File: src/rtl/timer_regs.svh
/*
 * Register offsets, field positions, reset values and divider figures of the triple timer.
 * Assumes an 8-bit register port whose address splits into channel index and register slot.
 */
`ifndef TIMER_REGS_SVH
`define TIMER_REGS_SVH

// =====================================
// register slots inside one channel window
`define OFF_CTRL_HI     3'h0
`define OFF_CTRL_LO     3'h1
`define OFF_A_HI        3'h2
`define OFF_A_LO        3'h3
`define OFF_B_HI        3'h4
`define OFF_B_LO        3'h5
`define OFF_CNT_HI      3'h6
`define OFF_CNT_LO      3'h7

// =====================================
// shared registers above the three channel windows
`define OFF_PORT_FN     8'h18
`define OFF_STATUS      8'h19

// =====================================
// field positions
`define CTRL_EN_BIT     7
`define CTRL_MODE_HI    5
`define CTRL_MODE_LO    4
`define CTRL_CK_HI      2
`define CTRL_CK_LO      0
`define STAT_CAP_LSB    3

// =====================================
// reset values and writable masks
`define RST_BYTE        8'h00
`define RST_WORD        16'h0000
`define RST_A_WORD      16'hFFFF
`define MASK_CTRL_HI    8'hB0
`define MASK_CTRL_LO    8'h07
`define MASK_PORT_FN    8'h3F
`define FN_OUTPUT       2'h3
`define FN_CAPTURE      2'h0

// =====================================
// prescaler: divide-by as a power of two
`define PRE_WIDTH       11
`define DIV_LOG_C4      6
`define DIV_LOG_C5      9
`define DIV_LOG_C6      11
`define DIV_LOG_DE4     5
`define DIV_LOG_DE5     7
`define DIV_LOG_DE6     9

`endif

File: src/rtl/timer_pkg.sv
/*
 * Types shared by the triple timer and its channel core.
 * Assumes nothing beyond a SystemVerilog compiler.
 */
package timer_pkg;

	// =====================================
	// operating modes, in order of their two-bit code
	typedef enum logic [1:0] {MODE_TIMER, MODE_CAPTURE, MODE_ONESHOT, MODE_REPEAT} mode_e;

	// run state of a channel counter
	typedef enum logic [1:0] {ST_IDLE, ST_RUN, ST_DONE} run_state_e;

	typedef logic [15:0] count_t;
	typedef logic [7:0]  byte_t;

endpackage

File: src/rtl/timer_chan_if.sv
/*
 * Bundle between the register side of the timer and one channel core.
 * Assumes the channel core samples everything on the system clock.
 */
`timescale 1ns/1ps
interface timer_chan_if;
	import timer_pkg::*;

	// =====================================
	// control toward the channel
	logic   enable;
	mode_e  mode;
	logic   tick;
	count_t a_data;
	count_t b_data;

	// state from the channel
	count_t count;
	logic   match;
	logic   cmp_level;
	logic   pulse_level;

	modport chan (input enable, mode, tick, a_data, b_data, output count, match, cmp_level, pulse_level);
	modport ctl  (output enable, mode, tick, a_data, b_data, input count, match, cmp_level, pulse_level);
endinterface

File: src/rtl/timer_channel.sv
/*
 * One 16-bit channel core: counter, A/B match, compare toggle and pulse waveform.
 * Assumes ticks are one-cycle pulses already qualified by the clock enable domain.
 */
`timescale 1ns/1ps
module timer_channel (
	// clock and reset
	input  wire logic sys_clk_in,
	input  wire logic rst_in,
	input  wire logic clk_en_in,
	// register side
	timer_chan_if.chan bus
);
	import timer_pkg::*;

	// =====================================
	// state
	run_state_e st_q;
	count_t     cnt_q;
	logic       match_q;
	logic       cmp_q;
	logic       pls_q;

	// match decode and mode classes
	wire hit_a   = (cnt_q == bus.a_data);
	wire hit_b   = (cnt_q == bus.b_data);
	wire is_ppg  = (bus.mode == MODE_ONESHOT) || (bus.mode == MODE_REPEAT);
	wire one_sht = (bus.mode == MODE_ONESHOT);

	// counter, period end, compare toggle and pulse shaping
	always_ff @(posedge sys_clk_in or posedge rst_in)
	begin
		if (rst_in)
		begin
			st_q    <= ST_IDLE;
			cnt_q   <= 16'h0000;
			match_q <= 1'b0;
			cmp_q   <= 1'b0;
			pls_q   <= 1'b0;
		end
		else if (clk_en_in)
		begin
			match_q <= 1'b0;
			if (!bus.enable)
			begin
				st_q  <= ST_IDLE;
				cnt_q <= 16'h0000;
				cmp_q <= 1'b0;
				pls_q <= 1'b0;
			end
			else
			begin
				case (st_q)
					ST_IDLE:
					begin
						st_q  <= ST_RUN;
						cnt_q <= 16'h0000;
						pls_q <= is_ppg;
					end
					ST_RUN:
					begin
						if (bus.tick && hit_a)
						begin
							cnt_q   <= 16'h0000;
							match_q <= 1'b1;
							if (bus.mode == MODE_TIMER)
								cmp_q <= ~cmp_q;
							if (one_sht)
							begin
								st_q  <= ST_DONE;
								pls_q <= 1'b0;
							end
							else
								pls_q <= is_ppg;
						end
						else if (bus.tick)
						begin
							cnt_q <= cnt_q + 16'h0001;
							if (hit_b && is_ppg)
								pls_q <= 1'b0;
						end
					end
					ST_DONE:
						st_q <= ST_DONE;
					default:
						st_q <= ST_IDLE;
				endcase
			end
		end
	end

	// state back to the register side
	assign bus.count       = cnt_q;
	assign bus.match       = match_q;
	assign bus.cmp_level   = cmp_q;
	assign bus.pulse_level = pls_q;

endmodule

File: src/rtl/triple_timer.sv
/*
 * Three 16-bit timer channels (C, D, E) with register port, prescaler and pin handling.
 * Assumes a single 125 MHz system clock, pins from outside that clock, and a master
 * that issues one-cycle read or write strobes and takes read data one cycle later.
 */
// Added by the designer: strobed register access and the placing of the registers.
`timescale 1ns/1ps
`include "timer_regs.svh"

// Behaviour
// - each channel: 16-bit A and B data in byte halves, two control halves, clock mux
// - channel C clocks from fx/1,2,4,8,64,512,2048 or external count pin
// - channel C capture mode copies counter into B on its trigger pin
// - channel C timer mode toggles compare pin at each A match
// - channel C pulse modes drive waveform on its pulse pin
// - mode 00 timer, 01 capture, 10 one-shot, 11 repeat; pin field 11 or 00
// - channel D clocks from fx/1,2,4,8,32,128,512 or channel C A-match
// - channel D capture mode copies counter into B on its trigger pin
// - channel D timer mode toggles compare pin at each A match
// - channel D pulse modes drive waveform on its pulse pin
// - channel D shares mode codes; pin field is bits 3:2
// - channel E clocks from fx/1,2,4,8,32,128,512 or internal fast RC clock
// - channel E capture mode copies counter into B on its trigger pin
// - channel E timer mode toggles compare pin on A match
// - channel E pulse modes drive waveform on its pulse pin
// - channel E shares mode codes; pin field is bits 5:4
// - channel C pin field is bits 1:0; enable bit must be set to run
module triple_timer (
	// clock, reset, enable
	input  wire logic             sys_clk_in,
	input  wire logic             rst_in,
	input  wire logic             clk_en_in,
	// register port
	input  wire logic [7:0]       reg_addr_in,
	input  wire timer_pkg::byte_t reg_wdata_in,
	input  wire logic             reg_wr_in,
	input  wire logic             reg_rd_in,
	output timer_pkg::byte_t      reg_rdata_out,
	// clock source pins
	input  wire logic             chan_c_external_count_clock_in,
	input  wire logic             internal_fast_rc_clock_in,
	// capture trigger pins
	input  wire logic             chan_c_capture_trigger_in,
	input  wire logic             chan_d_capture_trigger_in,
	input  wire logic             chan_e_capture_trigger_in,
	// waveform pins
	output logic                  chan_c_compare_out,
	output logic                  chan_d_compare_out,
	output logic                  chan_e_compare_out,
	output logic                  chan_c_pulse_out,
	output logic                  chan_d_pulse_out,
	output logic                  chan_e_pulse_out
);
	import timer_pkg::*;

	localparam int NCH  = 3;
	localparam int NPIN = 5;

	// =====================================
	// helpers

	// prescaler tap: high once every 2^lg cycles
	function automatic logic pre_tick(input logic [`PRE_WIDTH-1:0] pre, input int lg);
		logic [`PRE_WIDTH-1:0] m;
		m = `PRE_WIDTH'((1 << lg) - 1);
		return &(pre | ~m);
	endfunction

	// divider power for a channel's clock select; channel 0 uses the wide set
	function automatic int div_log(input int ch, input logic [2:0] sel);
		int r;
		r = 0;
		case (sel)
			3'h1:    r = 1;
			3'h2:    r = 2;
			3'h3:    r = 3;
			3'h4:    r = (ch == 0) ? `DIV_LOG_C4 : `DIV_LOG_DE4;
			3'h5:    r = (ch == 0) ? `DIV_LOG_C5 : `DIV_LOG_DE5;
			3'h6:    r = (ch == 0) ? `DIV_LOG_C6 : `DIV_LOG_DE6;
			default: r = 0;
		endcase
		return r;
	endfunction

	// =====================================
	// pin synchronisers
	// order: ext count, rc clock, trigger C, D, E

	logic [NPIN-1:0] pin_s1_q;
	logic [NPIN-1:0] pin_s2_q;
	logic [NPIN-1:0] pin_s3_q;

	wire [NPIN-1:0] pin_raw = {chan_e_capture_trigger_in, chan_d_capture_trigger_in,
		chan_c_capture_trigger_in, internal_fast_rc_clock_in, chan_c_external_count_clock_in};

	// two stages then an edge-detect stage
	always_ff @(posedge sys_clk_in or posedge rst_in)
	begin
		if (rst_in)
		begin
			pin_s1_q <= '0;
			pin_s2_q <= '0;
			pin_s3_q <= '0;
		end
		else if (clk_en_in)
		begin
			pin_s1_q <= pin_raw;
			pin_s2_q <= pin_s1_q;
			pin_s3_q <= pin_s2_q;
		end
	end

	// rising edges of the synchronised pins
	wire [NPIN-1:0] pin_rise = pin_s2_q & ~pin_s3_q;
	wire            ext_tick = pin_rise[0];
	wire            rc_tick  = pin_rise[1];

	// =====================================
	// prescaler on fx

	logic [`PRE_WIDTH-1:0] pre_q;

	// free-running divide chain
	always_ff @(posedge sys_clk_in or posedge rst_in)
	begin
		if (rst_in)
			pre_q <= '0;
		else if (clk_en_in)
			pre_q <= pre_q + `PRE_WIDTH'(1);
	end

	// =====================================
	// register decode

	wire [1:0] ch_idx   = reg_addr_in[4:3];
	wire       chan_hit = (reg_addr_in[7:5] == 3'h0) && (ch_idx != 2'h3);
	wire [2:0] slot     = reg_addr_in[2:0];
	wire [7:0] slot_dec = 8'h01 << slot;
	wire       wr_fn    = reg_wr_in && (reg_addr_in == `OFF_PORT_FN);
	wire       wr_stat  = reg_wr_in && (reg_addr_in == `OFF_STATUS);

	// =====================================
	// shared registers

	byte_t port0_function_select_high_q;
	logic [2:0] match_flag_q;
	logic [2:0] cap_flag_q;

	// per-channel arrays
	byte_t  ctrl_hi_q [NCH];
	byte_t  ctrl_lo_q [NCH];
	count_t a_q [NCH];
	count_t b_q [NCH];
	count_t count_w [NCH];
	logic   match_w [NCH];
	logic   cmp_w [NCH];
	logic   pls_w [NCH];
	logic [1:0] fn_w [NCH];
	logic   cap_fire_w [NCH];
	logic   cmp_out_q [NCH];
	logic   pls_out_q [NCH];

	// pin function fields, one two-bit field per channel
	always_ff @(posedge sys_clk_in or posedge rst_in)
	begin
		if (rst_in)
			port0_function_select_high_q <= `RST_BYTE;
		else if (clk_en_in && wr_fn)
			port0_function_select_high_q <= reg_wdata_in & `MASK_PORT_FN;
	end

	// sticky events; an event beats a clear in the same cycle
	always_ff @(posedge sys_clk_in or posedge rst_in)
	begin
		if (rst_in)
		begin
			match_flag_q <= 3'h0;
			cap_flag_q   <= 3'h0;
		end
		else if (clk_en_in)
		begin
			match_flag_q <= (match_flag_q & ~(wr_stat ? reg_wdata_in[2:0] : 3'h0))
				| {match_w[2], match_w[1], match_w[0]};
			cap_flag_q <= (cap_flag_q & ~(wr_stat ? reg_wdata_in[5:3] : 3'h0))
				| {cap_fire_w[2], cap_fire_w[1], cap_fire_w[0]};
		end
	end

	// =====================================
	// channels

	for (genvar i = 0; i < NCH; i++)
	begin : g_ch
		timer_chan_if cif();

		wire        sel   = chan_hit && (ch_idx == 2'(i));
		wire [7:0]  wr    = (reg_wr_in && sel) ? slot_dec : 8'h00;
		wire [2:0]  ck    = ctrl_lo_q[i][`CTRL_CK_HI:`CTRL_CK_LO];
		wire        mode_cap = (cif.mode == MODE_CAPTURE);
		wire        alt_tick;
		wire        trig  = pin_rise[2 + i];

		// eighth clock option differs per channel
		if (i == 0)
		begin : g_alt_c
			assign alt_tick = ext_tick;
		end
		else if (i == 1)
		begin : g_alt_d
			assign alt_tick = match_w[0];
		end
		else
		begin : g_alt_e
			assign alt_tick = rc_tick;
		end

		// channel control and clock multiplexer
		assign fn_w[i]       = port0_function_select_high_q[2*i+1 -: 2];
		assign cif.enable    = ctrl_hi_q[i][`CTRL_EN_BIT];
		assign cif.mode      = mode_e'(ctrl_hi_q[i][`CTRL_MODE_HI:`CTRL_MODE_LO]);
		assign cif.tick      = (ck == 3'h7) ? alt_tick : pre_tick(pre_q, div_log(i, ck));
		assign cif.a_data    = a_q[i];
		assign cif.b_data    = b_q[i];
		assign count_w[i]    = cif.count;
		assign match_w[i]    = cif.match;
		assign cmp_w[i]      = cif.cmp_level;
		assign pls_w[i]      = cif.pulse_level;
		assign cap_fire_w[i] = cif.enable && mode_cap && (fn_w[i] == `FN_CAPTURE) && trig;

		timer_channel u_chan (
			.sys_clk_in (sys_clk_in),
			.rst_in     (rst_in),
			.clk_en_in  (clk_en_in),
			.bus        (cif.chan)
		);

		// control halves and A data bytes
		always_ff @(posedge sys_clk_in or posedge rst_in)
		begin
			if (rst_in)
			begin
				ctrl_hi_q[i] <= `RST_BYTE;
				ctrl_lo_q[i] <= `RST_BYTE;
				a_q[i]       <= `RST_A_WORD;
			end
			else if (clk_en_in)
			begin
				if (wr[`OFF_CTRL_HI])
					ctrl_hi_q[i] <= reg_wdata_in & `MASK_CTRL_HI;
				if (wr[`OFF_CTRL_LO])
					ctrl_lo_q[i] <= reg_wdata_in & `MASK_CTRL_LO;
				if (wr[`OFF_A_HI])
					a_q[i][15:8] <= reg_wdata_in;
				if (wr[`OFF_A_LO])
					a_q[i][7:0] <= reg_wdata_in;
			end
		end

		// B data: capture takes priority over a software byte write
		always_ff @(posedge sys_clk_in or posedge rst_in)
		begin
			if (rst_in)
				b_q[i] <= `RST_WORD;
			else if (clk_en_in)
			begin
				if (cap_fire_w[i])
					b_q[i] <= count_w[i];
				else if (wr[`OFF_B_HI])
					b_q[i][15:8] <= reg_wdata_in;
				else if (wr[`OFF_B_LO])
					b_q[i][7:0] <= reg_wdata_in;
			end
		end

		// pin drivers, gated by the pin function field
		always_ff @(posedge sys_clk_in or posedge rst_in)
		begin
			if (rst_in)
			begin
				cmp_out_q[i] <= 1'b0;
				pls_out_q[i] <= 1'b0;
			end
			else if (clk_en_in)
			begin
				cmp_out_q[i] <= cmp_w[i] && (fn_w[i] == `FN_OUTPUT);
				pls_out_q[i] <= pls_w[i] && (fn_w[i] == `FN_OUTPUT);
			end
		end
	end

	// =====================================
	// read path

	// one channel's register slot
	function automatic byte_t chan_read(input int ch, input logic [2:0] s);
		byte_t r;
		r = 8'h00;
		case (s)
			`OFF_CTRL_HI: r = ctrl_hi_q[ch];
			`OFF_CTRL_LO: r = ctrl_lo_q[ch];
			`OFF_A_HI:    r = a_q[ch][15:8];
			`OFF_A_LO:    r = a_q[ch][7:0];
			`OFF_B_HI:    r = b_q[ch][15:8];
			`OFF_B_LO:    r = b_q[ch][7:0];
			`OFF_CNT_HI:  r = count_w[ch][15:8];
			`OFF_CNT_LO:  r = count_w[ch][7:0];
			default:      r = 8'h00;
		endcase
		return r;
	endfunction

	// status byte: capture flags above match flags
	wire [7:0] status_w = {2'h0, cap_flag_q, match_flag_q};

	// read selection; unmapped addresses read zero
	wire [7:0] rd_chan = chan_read(int'(ch_idx), slot);
	wire [7:0] rd_mux  = chan_hit ? rd_chan
		: (reg_addr_in == `OFF_PORT_FN) ? port0_function_select_high_q
		: (reg_addr_in == `OFF_STATUS)  ? status_w
		: 8'h00;

	byte_t rdata_q;

	// read data stands only in the cycle after the strobe
	always_ff @(posedge sys_clk_in or posedge rst_in)
	begin
		if (rst_in)
			rdata_q <= 8'h00;
		else if (clk_en_in)
			rdata_q <= reg_rd_in ? rd_mux : 8'h00;
	end

	// =====================================
	// outputs

	assign reg_rdata_out      = rdata_q;
	assign chan_c_compare_out = cmp_out_q[0];
	assign chan_d_compare_out = cmp_out_q[1];
	assign chan_e_compare_out = cmp_out_q[2];
	assign chan_c_pulse_out   = pls_out_q[0];
	assign chan_d_pulse_out   = pls_out_q[1];
	assign chan_e_pulse_out   = pls_out_q[2];

endmodule

File: config.mk
export PLATFORM = sky130hd
export DESIGN_NAME = triple_timer
export DESIGN_NICKNAME = d
export VERILOG_FILES = /design/src/rtl/timer_pkg.sv /design/src/rtl/timer_chan_if.sv /design/src/rtl/timer_channel.sv /design/src/rtl/triple_timer.sv
export VERILOG_INCLUDE_DIRS = /design/src /design/src/rtl
export SDC_FILE = /design/constraint.sdc
export NUM_CORES = 1
export LEC_CHECK = 0
export BUFFER_PORTS_ARGS = -buffer_cell sky130_fd_sc_hd__buf_4
export CAP_MARGIN = 20
export CORE_ASPECT_RATIO = 1.75
export CORE_MARGIN = 2
export CORE_UTILIZATION = 60
export DETAILED_ROUTE_END_ITERATION = 8
export HOLD_SLACK_MARGIN = 0.02
export PLACE_DENSITY = 0.86
export SLEW_MARGIN = 40
export SYNTH_ARGS = -nofsm -noshare
export SYNTH_HDL_FRONTEND = slang
export SYNTH_SLANG_ARGS = --single-unit
File: constraint.sdc
create_clock -name sys_clk_in -period 16.16 [get_ports sys_clk_in]
set_input_delay 2.424 -clock sys_clk_in [delete_from_list [all_inputs] [get_ports sys_clk_in]]
set_output_delay 2.424 -clock sys_clk_in [all_outputs]
set_load 0.02 [all_outputs]
## Yosys cells after proc, flatten, opt, wreduce, memory -nomap -nowiden

Index checks and enable logic that the tools add are counted.

- Shift operators: 4
- Reductions and logical operators: 85
- Equality and inequality tests: 84
- Divide/modulo/power cells: 0
- $lt $le $gt $ge: 1
- Mux-type cells: 106
- Multiply operators: 0
- Add/sub/neg operators: 7
- Bitwise logic cells: 18

Operators with widths:

| cell | number |
|---|---|
| two-way mux 16 bit | 18 |
| two-way mux 8 bit | 15 |
| binary-select mux 16 bit (select 2 bit) | 3 |
| == test 16 bit | 6 |
| one-hot mux 16 bit (2 select lines) | 3 |
| one-hot mux 4 bit (6 select lines) | 3 |
| one-hot mux 8 bit (8 select lines) | 1 |
| adder 16 x 1 -> 16 bit (second input constant) | 3 |
| == test 3 bit (second input constant) | 16 |
| two-way mux 1 bit | 39 |
| inverter 11 bit | 3 |
| OR 11 bit | 3 |
| AND reduction 11 bit | 3 |
| << shifter 1 x 4 -> 11 bit (first input constant) | 3 |
| subtractor 11 x 2 -> 11 bit (second input constant) | 3 |
| binary-select mux 8 bit (select 2 bit) | 2 |
| greater-or-equal comparator 32 x 3 -> 1 bit (second input constant) | 1 |
| inverter 2 -> 32 bit | 1 |
| logical AND 1 bit | 31 |
| two-way mux 6 bit | 5 |
| AND reduction 2 bit | 15 |
| AND reduction 3 bit | 9 |
| == test 2 bit (second input constant) | 13 |
| == test 3 x 2 -> 1 bit (second input constant) | 8 |
| other kinds (25) | 98 |

- ROM bits: 0
- Memory bits (writable): 0
- Output and inout bits: 14
- Latch bits: 0
- Memories kept: 0
- Register bits: 229
- Word-level logic and storage cells: 352

## Longest topological paths before layout

- Word-level depth: 12
- Mapped depth: 13
- Gate-level depth less buffers: 11

## Cells and area by module

Synthesis repeated with hierarchy kept, for this count alone.

- Cell total of the unflattened synthesis: 1444
- Area, all modules: 13924.6 um^2

By module, submodules not included:

| module | seq. area each (um^2) | times used | area an instance (um^2) | cells an instance |
|---|---|---|---|---|
| triple_timer | 4214.0 | 1 | 9048.7 | 880 |
| timer_channel | 525.5 | 3 | 1625.3 | 188 |

## Least setup slack after synthesis

Ideal clock, no wire load.

- Path kind: input-to-reg
- From: input reg_addr_in[4]
- To: register rdata_q[7] (netlist: reg_rdata_out[7])
- Setup time: 0.122 ns
- Slack: 11.872 ns
- Data arrival time: 4.166 ns
- Stages: 9
- Data required time: 16.038 ns
- Buffers on the path: 4
- Cell sequence: buf_2 > buf_2 > buf_2 > buf_2 > mux2i_1 > o21ai_0 > a221oi_1 > a21oi_1 > a32o_1

- Longest elaborated chain between the ends: 7
- Elaborated cells between the ends (all ways): 21
- Those cells by class: eq/ne: 1; mux: 18; bitwise: 1; reduce/logical: 1

Ends and longest elaborated chain:

| element | line | RTL |
|---|---|---|
| start, declared | triple_timer.sv:34 | `input wire logic [7:0] reg_addr_in,` |
| inverter 2 -> 32 bit (not written as such) | -- |  |
| binary-select mux 16 bit (select 2 bit) (tied with other cells) | triple_timer.sv:305, triple_timer.sv:306 |  |
| two-way mux 16 bit (not written as such) (tied with other cells) (2 in series) | triple_timer.sv:306 | `` `OFF_CNT_LO: r = count_w[ch][7:0]; `` |
| one-hot mux 8 bit (8 select lines) | triple_timer.sv:298 | `case (s)` |
| two-way mux 8 bit (*) | triple_timer.sv:317 | `wire [7:0] rd_mux = chan_hit ? rd_chan` |
| two-way mux 8 bit (*) | triple_timer.sv:330 | `rdata_q <= reg_rd_in ? rd_mux : 8'h00;` |
| end signal, assigned | triple_timer.sv:330 |  |
| end, declared | triple_timer.sv:322 | `byte_t rdata_q;` |

Mark *: on every way between the ends. The rest lies on a longest branch, timed or not. The select of a mux whose other input is x is not followed.
A chain may end at the register's enable or synchronous reset.

## Worst setup path after layout

- From: input clk_en_in
- To: register g_ch[0].u_chan.cnt_q[9]

- Longest elaborated chain between the ends: 1

Ends and longest elaborated chain:

| element | line | RTL |
|---|---|---|
| start, declared | triple_timer.sv:32 | `input wire logic clk_en_in,` |
| AND reduction 3 bit (no line) | -- |  |
| end signal, assigned | timer_channel.sv:78 | `cnt_q <= cnt_q + 16'h0001;` |
| end, declared | timer_channel.sv:19 | `count_t cnt_q;` |

No other way between the ends.

==> metrics <==
status completed; GRT Total Usage between 30% and 40%; RSZ-0062 raised after global routing false; Initial Util between 60% and 70%; post-synthesis sequential area ratio between 40% and 50%; Avg WL per Cell roughly 24 µm; CTS Root Cell clkbuf_16; FFs w/ async S/R, synth 100%; crit end category register; CP required around 17 ns; final cell count without fillers between 1500 and 2000; aggregate global routing overflow 0; DRT iter0 DRCs slightly above 1000; CP Max Fanout 73; clock buffer count from CTS 22; CP Launch Type primary input; Port Buffers 39; # hold bufs at CTS 0; worst hold-check path type register to register; ys flop type dfrtp_1; Syn Area/Cell roughly 9.2 µm²; Setup TNS 0 ns; sequential power share between 40% and 50%; count of flip-flops with a built-in enable after synthesis 0; Yosys reg bits around 230; Final min period 4.81 ns; upper clock frequency limit approximately 210 MHz; leakage between 6 and 7 nW; placed cell area roughly 0.014 mm²; die area 0.0246 mm²; slew margin rel. 44.0%; Filler cells 1800; first-pass GRT wire length 66400 µm; Worst Skew 0.0159 ns; CTS sink cnt around 230; placer congestion estimate ~1.1; share of cells above drive strength 1 about 17%; period utilization ~30%; H-tree depth 1; Peak VDD IR ~0.074 mV; Worst-Margin Slew 0.840 ns; DRT Wirelength 43000 µm; Setup CP Type primary input to register; P_sw 454 µW; vias in the first global route about 12000; HPWL after DPL ~31000 µm; Pins Over Slew Limit 0; Fin. Hold Viols 0; Power Density ~100 mW/mm²; post-route cell area ~0.015 mm²; largest net degree at the start of global routing between 150 and 200; Worst EP arrival around 5.2 ns; Synth Area in Adders roughly 1.6%; count of different cell masters after synthesis 80; DR pass1 iterations 7; Comb power frac 18.1%; Max clock buf depth 3; post-synthesis net count approximately 1600; ANT cells 0; Setup-failing EPs final 0; vias per inst 6.68; post-synthesis simple-gate area fraction ~16%; Switching Share 31.0%; DRC viols 0; commonest non-fill, non-tap cell in the layout dfrtp_1; core area 0.0228 mm²; Clock Power Share between 30 and 40%; Mapped Cells about 1500; Resized Gates After CTS 0; layout net count approximately 1500; CTS tree built; initial antenna violation count 0; post-CTS setup buffers 0; die width around 120 µm; Die Span Y a little over 200 µm; remaining antenna violation count 0; largest family of logic cells by synthesized area compound AO/OA/AOI/OAI gates; via count ~12000; Synth Area in Compound Gates between 10% and 20%; area grow syn2layout 7.35%; Cell Int Power between 1 and 1.5 mW; Inst Count DP around 1700; mux contribution to synthesized area roughly an eighth; clock slew at reported path FFs ~0.070 ns; Post-Synth XOR/XNOR Area 7.64%; IO Count 40; most used cells in the layout excluding fill and tap cells 181 x dfrtp_1, 162 x nand2_1, 123 x o21ai_0; Site Rows 73; Yosys warning count 0; Cell Area, Synth 0.0140 mm²; clock latency on the worst-skew pair roughly 0.53 ns; Max Cap Violations 0
==> critical path, cell delays in order <==
cell	delay [ns]
buf_4	0.61
o31a_1	0.29
o21ai_0	0.09
o31a_1	0.49
nor2_1	0.48
nand2_1	0.33
o41ai_1	0.45
==> Yosys cell counts (17+ instances only) <==
master / instances / area (µm²)
dfrtp_1: 181 / 4530
nand2_1: 162 / 608
o21ai_0: 123 / 616
clkbuf_1: 111 / 417
xnor2_1: 100 / 876
mux2_2: 87 / 980
a21oi_1: 83 / 415
nor2_1: 79 / 297
mux2i_1: 67 / 671
dfstp_2: 48 / 1260
nand3_1: 46 / 230
inv_1: 41 / 154
nand4_1: 38 / 238
nor2b_1: 32 / 200
xor2_1: 22 / 193
a31oi_1: 18 / 113
ha_1: 18 / 225
o211ai_1: 18 / 135
buf_2: 17 / 85.1
==> flip-flops by register name, summed over array words and instances, names as in the netlist, 3 cells and up <==
signal and count:
ctrl_hi_q 9, g_ch.cif.b_data 48, g_ch.u_chan.st_q 6, g_ch.u_chan.bus.match 3, pin_s2_q 5, g_ch.u_chan.bus.pulse_level 3, ctrl_lo_q 9, cap_flag_q 3
g_ch.u_chan.bus.count 48, g_ch.u_chan.bus.cmp_level 3, pin_s3_q 5, pin_s1_q 5, match_flag_q 3, pre_q 11, port0_function_select_high_q 6, g_ch.cif.a_data 48
reg_rdata_out 8
==> final cells by class <==
class	count	area (µm²)	area share (%)
Clock buffer	30	632	4.21
Clock inverter	9	87.6	0.584
Inverter	42	174	1.16
Multi-Input combinational cell	1105	7540	50.2
Sequential cell	229	5790	38.6
Tap cell	300	375	2.50
Timing Repair Buffer	51	407	2.71
==> per-stage QoR <==
stage	setup slack, ns	power [mW]	util, %	hold slack, ns
after floorplan	7.54	0.857	-	0.448
after detailed placement	10.87	0.947	62.5	0.484
after global placement	10.91	0.933	62.2	0.463
after CTS	11.40	1.46	65.7	0.501
final	11.35	1.47	65.7	0.502
after global routing	11.06	1.52	65.7	0.507
==> kinds of logic (layout without fill, tap and decap cells) <==
family,Yosys count,count (layout)
simple gates,451,451
compound gates,357,357
flops,229,229
buf+inv,181,132
mux,157,157
xor+xnor,122,122
fa+ha+maj,18,18
==> final timing paths <==
path	start	to	slack, ns	depth (start not counted)
max	clk_en_in	g_ch[0].u_chan.bus.count[9]	11.35	7
min	pin_s1_q[3]	pin_s1_q[3]	0.50	1
max reg2reg	ctrl_lo_q[18]	g_ch[0].u_chan.bus.count[9]	12.37	11
min reg2reg	pin_s1_q[3]	pin_s1_q[3]	0.50	1
max in group asynchronous	rst_in	g_ch[1].cif.b_data[13]	13.03	3
min in group asynchronous	rst_in	pin_s2_q[3]	1.96	2
==> metal layers <==
metal	track usage, %	wire (µm)
met5	0	0
met4	25.4	3550
met3	5.66	3020
met2	59.5	20900
met1	40.7	15500
==> power by group through the flow <==
stage               sequential [mW]  combinational, mW  clock [mW]
floorplan                     0.657              0.201           0
global placement              0.686              0.248           0
detailed placement            0.688              0.259           0
CTS                           0.678              0.260       0.525
global route                  0.683              0.290       0.546
finish                        0.680              0.265       0.521
(Power assumes the default switching activity.)
